File: src/tdc_pkg.sv
/*
  Constants, types and register map of the transmit descriptor control decoder.
  Assumes one AHB-Lite slave port with 32-bit data; every register is one aligned word.
*/
// Summary of operation
// - Completion interrupt only on frame-closing descriptor
// - Start flag opens a frame
// - End flag closes a frame
// - IP sum request when global bit clear
// - Insertion assumes fixed 20-byte IP header
// - TCP sum request when global bit clear
// - UDP sum request when global bit clear
// - End-of-ring wraps index to list base
// - Four-bit destination port map field
// - Low bit port 1, next port 2
// - All ones broadcasts to all ports
// - All zeros uses internal address lookup
// - Port map taken from closing descriptor only
// - Upper two map bits reserved, ignored
// - Read exactly byte count bytes
// - Zero byte count skips the buffer
// - Clear ownership when buffer emptied
// - Buffer address may have any alignment
package tdc_pkg;
  // Byte offsets of the registers
  localparam logic [7:0] TDC_CTL_OFS = 8'h00;
  localparam logic [7:0] TDC_CMD_OFS = 8'h04;
  localparam logic [7:0] TDC_MODE_OFS = 8'h08;
  localparam logic [7:0] TDC_STAT_OFS = 8'h0c;
  localparam logic [7:0] TDC_FRAME_OFS = 8'h10;
  localparam logic [7:0] TDC_PTR_OFS = 8'h14;
  // Field positions in the control word
  localparam int TDC_IRQ_BIT = 31;
  localparam int TDC_START_BIT = 30;
  localparam int TDC_END_BIT = 29;
  localparam int TDC_IP_BIT = 28;
  localparam int TDC_TCP_BIT = 27;
  localparam int TDC_UDP_BIT = 26;
  localparam int TDC_EOR_BIT = 25;
  localparam int TDC_PM_LO = 20;
  localparam int TDC_PM_USED_HI = 21;
  localparam int TDC_BC_HI = 10;
  // Mode and command bits
  localparam int TDC_MODE_IP = 0;
  localparam int TDC_MODE_TCP = 1;
  localparam int TDC_MODE_UDP = 2;
  localparam int TDC_MODE_FCS = 3;
  localparam int TDC_CMD_GO = 0;
  // Status bits
  localparam int TDC_ST_OWN = 0;
  localparam int TDC_ST_BUSY = 1;
  localparam int TDC_ST_INFRAME = 2;
  localparam int TDC_ST_SEQERR = 3;
  localparam int TDC_ST_CFGWARN = 4;
  // Reset values and fixed figures
  localparam logic [31:0] TDC_CTL_RST = 32'h0000_0000;
  localparam logic [3:0] TDC_MODE_RST = 4'h0;
  localparam logic [31:0] TDC_PTR_RST = 32'h0000_0000;
  localparam logic [4:0] TDC_IP_HDR_BYTES = 5'h14;
  localparam logic [1:0] TDC_PM_ALL = 2'h3;

  typedef enum logic [1:0] {
    TDC_IDLE = 2'b00,
    TDC_READ = 2'b01,
    TDC_DONE = 2'b10
  } tdc_state_e;

  // Per-frame result handed to the frame engine
  typedef struct packed {
    logic irq;
    logic ip;
    logic tcp;
    logic udp;
    logic lookup;
    logic bcast;
    logic [1:0] ports;
  } tdc_frame_s;
endpackage

File: src/tdc_decode.sv
/*
  Transmit descriptor control word decoder and buffer sequencer, with its AHB-Lite registers.
  Assumes a single-master AHB-Lite bus on hclk; the frame engine samples the outputs on hclk.
*/
`timescale 1ns/1ns
module tdc_decode
  import tdc_pkg::*;
(
  // Clock and reset
  input wire logic hclk,
  input wire logic hresetn,
  // AHB-Lite slave
  input wire logic hsel,
  input wire logic [7:0] haddr,
  input wire logic [1:0] htrans,
  input wire logic hwrite,
  input wire logic [2:0] hsize,
  input wire logic [31:0] hwdata,
  input wire logic hready,
  output logic [31:0] hrdata,
  output logic hreadyout,
  output logic hresp,
  // Buffer fetch towards memory
  output logic dma_rd_active,
  output logic [31:0] dma_addr,
  // Frame results towards the frame engine
  output tdc_frame_s frame_info,
  output logic frame_done,
  output logic tx_irq,
  output logic ring_wrap,
  output logic [7:0] desc_index
);
  logic [31:0] ctl_reg;
  logic [3:0] mode_reg;
  logic [31:0] ptr_reg;
  logic wr_pend_reg;
  logic [7:0] wr_addr_reg;
  tdc_state_e state_reg;
  logic [10:0] left_reg;
  logic [15:0] len_reg;
  logic own_reg;
  logic in_frame_reg;
  logic seq_err_reg;
  logic cfg_warn_reg;
  logic [31:0] rdata_next;
  logic go;
  logic sel;
  logic stat_wr;
  logic any_sum;

  // Per-packet request counts only while the global bit is clear; either enables insertion
  function automatic logic eff_sum(input logic glob, input logic req);
    eff_sum = glob | (req & ~glob);
  endfunction

  // Register read mux, used only by the bus read path
  function automatic logic [31:0] rd_mux(input logic [7:0] a);
    case (a)
      TDC_CTL_OFS: rd_mux = ctl_reg;
      TDC_MODE_OFS: rd_mux = {28'h0000000, mode_reg};
      TDC_STAT_OFS: rd_mux = {len_reg, desc_index, 3'h0, cfg_warn_reg, seq_err_reg,
                              in_frame_reg, (state_reg != TDC_IDLE), own_reg};
      TDC_FRAME_OFS: rd_mux = {19'h00000, TDC_IP_HDR_BYTES, frame_info};
      TDC_PTR_OFS: rd_mux = ptr_reg;
      default: rd_mux = 32'h0000_0000;
    endcase
  endfunction

  assign sel = hsel & htrans[1] & hready;
  // The mux reads registers that are not its argument; a process follows them, a plain assign would go stale
  always_comb rdata_next = rd_mux(haddr);
  assign go = wr_pend_reg & (wr_addr_reg == TDC_CMD_OFS) & hwdata[TDC_CMD_GO] & (state_reg == TDC_IDLE);
  assign stat_wr = wr_pend_reg & (wr_addr_reg == TDC_STAT_OFS);
  assign any_sum = ctl_reg[TDC_IP_BIT] | ctl_reg[TDC_TCP_BIT] | ctl_reg[TDC_UDP_BIT];

  // Zero-wait slave: always ready, always OKAY; read data registered in the address phase
  always_ff @(posedge hclk or negedge hresetn) begin
    if (!hresetn) begin
      hreadyout <= 1'b1;
      hresp <= 1'b0;
      hrdata <= 32'h0000_0000;
      wr_pend_reg <= 1'b0;
      wr_addr_reg <= 8'h00;
    end else begin
      hreadyout <= 1'b1;
      hresp <= 1'b0;
      wr_pend_reg <= sel & hwrite;
      if (sel) begin
        wr_addr_reg <= haddr;
      end
      if (sel && !hwrite) begin
        hrdata <= rdata_next;
      end
    end
  end

  // Software-written registers; the control word is frozen while a buffer is in flight
  always_ff @(posedge hclk or negedge hresetn) begin
    if (!hresetn) begin
      ctl_reg <= TDC_CTL_RST;
      mode_reg <= TDC_MODE_RST;
      ptr_reg <= TDC_PTR_RST;
    end else if (wr_pend_reg && state_reg == TDC_IDLE) begin
      case (wr_addr_reg)
        TDC_CTL_OFS: ctl_reg <= hwdata;
        TDC_MODE_OFS: mode_reg <= hwdata[3:0];
        TDC_PTR_OFS: ptr_reg <= hwdata; // Any byte alignment taken as is
        default: ctl_reg <= ctl_reg;
      endcase
    end
  end

  // Buffer sequencer
  always_ff @(posedge hclk or negedge hresetn) begin
    if (!hresetn) begin
      state_reg <= TDC_IDLE;
      left_reg <= 11'h000;
      dma_rd_active <= 1'b0;
      dma_addr <= 32'h0000_0000;
    end else begin
      case (state_reg)
        TDC_IDLE: begin
          if (go) begin
            if (ctl_reg[TDC_BC_HI:0] == 11'h000) begin
              state_reg <= TDC_DONE; // Empty buffer skipped
            end else begin
              state_reg <= TDC_READ;
              left_reg <= ctl_reg[TDC_BC_HI:0];
              dma_rd_active <= 1'b1;
              dma_addr <= ptr_reg;
            end
          end
        end
        TDC_READ: begin
          // One byte a cycle; stop after exactly the counted bytes
          left_reg <= left_reg - 11'h001;
          if (left_reg == 11'h001) begin
            state_reg <= TDC_DONE;
            dma_rd_active <= 1'b0;
          end else begin
            dma_addr <= dma_addr + 32'h0000_0001;
          end
        end
        TDC_DONE: state_reg <= TDC_IDLE;
        default: state_reg <= TDC_IDLE;
      endcase
    end
  end

  // Ownership and ring position
  always_ff @(posedge hclk or negedge hresetn) begin
    if (!hresetn) begin
      own_reg <= 1'b0;
      desc_index <= 8'h00;
      ring_wrap <= 1'b0;
    end else begin
      ring_wrap <= 1'b0;
      if (go) begin
        own_reg <= 1'b1;
      end else if (state_reg == TDC_DONE) begin
        own_reg <= 1'b0; // Returned to the host once the buffer is emptied
        if (ctl_reg[TDC_EOR_BIT]) begin
          desc_index <= 8'h00; // Next fetch from the list base
          ring_wrap <= 1'b1;
        end else begin
          desc_index <= desc_index + 8'h01;
        end
      end
    end
  end

  // Frame assembly: length accumulates across segments from start to end flag
  always_ff @(posedge hclk or negedge hresetn) begin
    if (!hresetn) begin
      in_frame_reg <= 1'b0;
      len_reg <= 16'h0000;
      seq_err_reg <= 1'b0;
    end else begin
      if (go && ctl_reg[TDC_BC_HI:0] != 11'h000) begin
        if (ctl_reg[TDC_START_BIT]) begin
          in_frame_reg <= 1'b1;
          len_reg <= 16'h0000;
        end
      end else if (state_reg == TDC_READ) begin
        len_reg <= len_reg + 16'h0001; // Buffers concatenated in order
      end else if (state_reg == TDC_DONE && ctl_reg[TDC_END_BIT] && ctl_reg[TDC_BC_HI:0] != 11'h000) begin
        in_frame_reg <= 1'b0;
      end
      // Segment without an open frame, or a new start inside one; set wins over clear
      if (go && ctl_reg[TDC_BC_HI:0] != 11'h000 && (ctl_reg[TDC_START_BIT] == in_frame_reg)) begin
        seq_err_reg <= 1'b1;
      end else if (stat_wr && hwdata[TDC_ST_SEQERR]) begin
        seq_err_reg <= 1'b0;
      end
    end
  end

  // Checksum request without FCS append is flagged for the driver; set wins over clear
  always_ff @(posedge hclk or negedge hresetn) begin
    if (!hresetn) begin
      cfg_warn_reg <= 1'b0;
    end else if (go && any_sum && !mode_reg[TDC_MODE_FCS]) begin
      cfg_warn_reg <= 1'b1;
    end else if (stat_wr && hwdata[TDC_ST_CFGWARN]) begin
      cfg_warn_reg <= 1'b0;
    end
  end

  // Frame results latched only from the closing descriptor
  always_ff @(posedge hclk or negedge hresetn) begin
    if (!hresetn) begin
      frame_info <= '0;
      frame_done <= 1'b0;
      tx_irq <= 1'b0;
    end else begin
      frame_done <= 1'b0;
      tx_irq <= 1'b0;
      if (state_reg == TDC_DONE && ctl_reg[TDC_END_BIT] && ctl_reg[TDC_BC_HI:0] != 11'h000) begin
        frame_done <= 1'b1;
        tx_irq <= ctl_reg[TDC_IRQ_BIT]; // End flag already required
        frame_info.irq <= ctl_reg[TDC_IRQ_BIT];
        // Insertion assumes a 20-byte IP header
        frame_info.ip <= eff_sum(mode_reg[TDC_MODE_IP], ctl_reg[TDC_IP_BIT]);
        frame_info.tcp <= eff_sum(mode_reg[TDC_MODE_TCP], ctl_reg[TDC_TCP_BIT]);
        frame_info.udp <= eff_sum(mode_reg[TDC_MODE_UDP], ctl_reg[TDC_UDP_BIT]);
        // Bit 0 is port 1, bit 1 port 2; upper map bits ignored
        frame_info.ports <= ctl_reg[TDC_PM_USED_HI:TDC_PM_LO];
        frame_info.bcast <= (ctl_reg[TDC_PM_USED_HI:TDC_PM_LO] == TDC_PM_ALL);
        frame_info.lookup <= (ctl_reg[TDC_PM_USED_HI:TDC_PM_LO] == 2'h0);
      end
    end
  end

  // Helper: bytes read for the current descriptor
  logic [10:0] rd_cnt_reg;
  always_ff @(posedge hclk or negedge hresetn) begin
    if (!hresetn) begin
      rd_cnt_reg <= 11'h000;
    end else if (go) begin
      rd_cnt_reg <= 11'h000;
    end else if (dma_rd_active) begin
      rd_cnt_reg <= rd_cnt_reg + 11'h001;
    end
  end
endmodule // tdc_decode

File: config.mk
export PLATFORM = sky130hd
export DESIGN_NAME = tdc_decode
export DESIGN_NICKNAME = d
export VERILOG_FILES = /design/src/tdc_pkg.sv /design/src/tdc_decode.sv
export SDC_FILE = /design/constraint.sdc
export NUM_CORES = 1
export LEC_CHECK = 0
export BUFFER_PORTS_ARGS = -buffer_cell sky130_fd_sc_hd__clkbuf_2
export CORE_AREA = 2 2 161 225
export CTS_BUF_LIST = sky130_fd_sc_hd__clkbuf_16
export CTS_CLUSTER_SIZE = 30
export DETAILED_ROUTE_END_ITERATION = 8
export DIE_AREA = 0 0 163 227
export PLACE_DENSITY = 0.41
export SYNTH_ARGS = -nofsm -noshare
export SYNTH_HDL_FRONTEND = slang
export SYNTH_SLANG_ARGS = --single-unit
File: constraint.sdc
create_clock -name hclk -period 5.6 [get_ports hclk]
set_clock_uncertainty 0.1 [all_clocks]
set_input_delay 0.84 -clock hclk [delete_from_list [all_inputs] [get_ports hclk]]
set_output_delay 0.84 -clock hclk [all_outputs]
set_load 0.01 [all_outputs]
==> metrics.md <==
| Metric | Value |
|---|---|
| Status | completed |
| Worst Hold Class | in -> async |
| Final Max Slew Viols | 0 |
| RSZ-0062 raised after global routing | false |
| Met3 routed wirelength | 1100 um |
| Number of synthesized flops with an enable pin | 0 |
| Synth warnings | 0 |
| Worst Tran Pin Value | 1.13 ns |
| Place WS | 1.83 ns |
| FF-to-FF path depth | 7 |
| Reg power frac | 0.520 |
| Commonest non-fill, non-tap cell in the layout | dfrtp_1 |
| Ys async rst share | 1.00 |
| Syn nets | 989 |
| PD cells | 335 mW/mm^2 |
| TNS Setup | 0 ns |
| Setup Buffers After CTS | 0 |
| FMAX | 306 MHz |
| Length of the first detailed-routing pass in iterations | 4 |
| Placed insts | 1470 |
| CP Class | in -> reg |
| Final Cell Area | 0.0112 mm^2 |
| Starting DRT DRC Count | 603 |
| Cts repair resizes | 0 |
| Max_cap viols | 0 |
| Total CTS buffers | 17 |
| Maximum fanout along the worst path | 23 |
| DRC Markers | 0 |
| CP delay by family, top | simple AND/OR/NAND/NOR gates |
| Syn-to-layout area delta | 15.9% |
| Max layer used | met4 |
| Skew-Pair Late Insertion Delay | 0.46 ns |
| DRT antenna net count | 0 |
| CP cell instances | clkbuf_2, nor2b_1, o21bai_1, and3_1, buf_4, and2_1, a221o_1 |
| Hpwl dp | 24000 um |
| Die area | 0.0370 mm^2 |
| Yosys reg bits | 194 |
| CTS sink count | 194 |
| Max-slew headroom | 0.238 |
| Internal power | 2490 uW |
| Final Util | 0.321 |
| Site row count | 81 |
| Worst setup EP type | flip-flop |
| Register area share after synthesis | 0.502 |
| Non-Filler Instances | 1502 |
| I/O pin count | 136 |
| Routed vias | 8058 |
| Power share of the combinational group | 0.180 |
| Post-layout minimum cycle time | 3.27 ns |
| Met1 wire length | 15100 um |
| Pleak | 0.00503 uW |
| DIE WIDTH | 163 um |
| Die height | 227 um |
| Critical Path Max Stage Delay | 0.87 ns |
| H-tree depth | 4 |
| Buf/Inv on CP | 2 |
| N_diodes | 0 |
| Port buffer count | 129 |
| First-pass GRT wire length | 50600 um |
| Required time of the critical path | 5.89 ns |
| CTS max path bufs | 2 |
| Core ar. | 0.0350 mm^2 |
| Period utilization | 0.584 |
| Cell Area, Synth | 0.00968 mm^2 |
| Gpl congestion | 0.809 |
| Most frequent cells in the layout | 194 x dfrtp_1, 128 x clkbuf_2, 84 x nand2_1, 79 x mux2_2, 54 x a21oi_1 |
| Initial antenna violation count | 0 |
| Critical Path AT | 3.56 ns |
| Final Hold Viols | 0 |
| Largest net degree at the start of global routing | 84 |
| Clock power share | 0.300 |
| Wire length on met2 | 16900 um |
| Critical path launch point type | input port |
| Switching power | 1270 uW |
| Final Worst Setup Slack | 2.33 ns |
| Levels on crit path | 7 |
| Clock Tree Root | clkbuf_16 |
| Crit-path slowest cell | and2_1 |
| Synthesized area per cell | 10.4 um^2 |
| Vias in the first global route | 7597 |
| Layout Nets | 1088 |
| Endpoints failing setup | 0 |
| Grt ovf | 0 |
| Vias/cell | 5.36 |
| WL final | 33700 um |
| CTS clk-pin slew, worst paths | 0.07 ns |
| Worst VDD drop | 0.195 mV |
| Post-synth cell types | 66 |
| Starting Density | 0.277 |
| Share of cells above drive strength 1 | 0.248 |
| DP Area | 0.0107 mm^2 |
| Switching part of the total power | 0.338 |
| Avg WL per Cell | 22.4 um |
| Gr usage total | 0.185 |
| CTS hold repair buffers | 0 |
| CTS tree | done |
| Most used flip-flop cell after synthesis | dfrtp_1 |
| Mapped Cells | 934 |
-- worst paths after layout --
path | start | endpoint | slack, ns
min | hresetn | dma_addr[10] | 0.32
max in group asynchronous | hresetn | len_reg[8] | 3.71
max | haddr[4] | hrdata[21] | 2.33
min in group hclk | hrdata[4] | hrdata[4] | 0.38
max reg2reg | wr_addr_reg[5] | dma_addr[13] | 2.35
min reg2reg | hrdata[4] | hrdata[4] | 0.38
-- area by class of cell --
class                   count  area (um^2)
multi-input cells         662         4470
clock inverters            15         80.1
inverters                  16         60.1
clock buffers              17          425
flip-flops and latches    194         4850
fillers                  3663        23700
well taps                 456          571
repair buffers            142          752
-- cell families after synthesis --
group / Yosys count / synth area share
adders and majority gates: 5 / 0.00646
muxes: 87 / 0.100
other: 2 / 0.000776
buffers and inverters: 78 / 0.0377
AOI/OAI and AO/OA: 260 / 0.187
xor gates and xnor gates: 2 / 0.00181
DFF: 194 / 0.502
and+or+nand+nor: 306 / 0.164
-- metrics by stage --
step / total power, uW / hold WS [ns]
finish: 3760 / 0.317
detailed placement: 2670 / 0.367
global placement: 2660 / 0.362
floorplan: 2280 / 0.346
CTS: 3800 / 0.349
global route: 3980 / 0.380
-- metal layers --
layer,vias to the layer above,global-route usage
met4,0,0.0588
met1,4136,0.241
li1,3705,-
met2,194,0.318
met5,-,0
met3,23,0.0271
-- synth_stat cells (3+ instances only) --
| cell type | instances | area (um^2) |
|---|---|---|
| dfrtp_1 | 194 | 4850 |
| nand2_1 | 84 | 315 |
| mux2_2 | 79 | 890 |
| a21oi_1 | 54 | 270 |
| o21ai_0 | 52 | 260 |
| nor2_1 | 51 | 191 |
| nand3_1 | 43 | 215 |
| clkbuf_1 | 35 | 131 |
| and2_1 | 31 | 194 |
| a22o_1 | 27 | 236 |
| nand4_1 | 27 | 169 |
| a221o_1 | 22 | 220 |
| a31oi_1 | 20 | 125 |
| o22ai_1 | 18 | 113 |
| inv_1 | 16 | 60.1 |
| o22a_1 | 16 | 140 |
| nor3_1 | 15 | 75.1 |
| buf_2 | 12 | 60.1 |
| and3_1 | 11 | 68.8 |
| nor4_1 | 9 | 56.3 |
| buf_4 | 8 | 60.1 |
| mux2i_1 | 8 | 80.1 |
| a2bb2oi_1 | 6 | 52.6 |
| a22oi_1 | 5 | 37.5 |
| a41oi_1 | 5 | 43.8 |
| ha_1 | 5 | 62.6 |
| nor2b_1 | 5 | 31.3 |
| o31ai_1 | 5 | 37.5 |
| or3_1 | 5 | 31.3 |
| a21o_1 | 4 | 30.0 |
| a221oi_1 | 4 | 35.0 |
| o2bb2ai_1 | 4 | 35.0 |
| buf_1 | 3 | 11.3 |
| nand2b_1 | 3 | 18.8 |
| nor4b_1 | 3 | 26.3 |
| o221a_2 | 3 | 33.8 |
-- power groups by stage --
stage / clock network, uW / logic [uW] / registers [uW]
2_1_floorplan: 0 / 378 / 1910
3_3_place_gp: 0 / 676 / 1980
3_5_place_dp: 0 / 684 / 1980
4_1_cts: 1160 / 688 / 1960
5_1_grt: 1210 / 765 / 2000
6_report: 1130 / 675 / 1960
(Power assumes the default switching activity.)
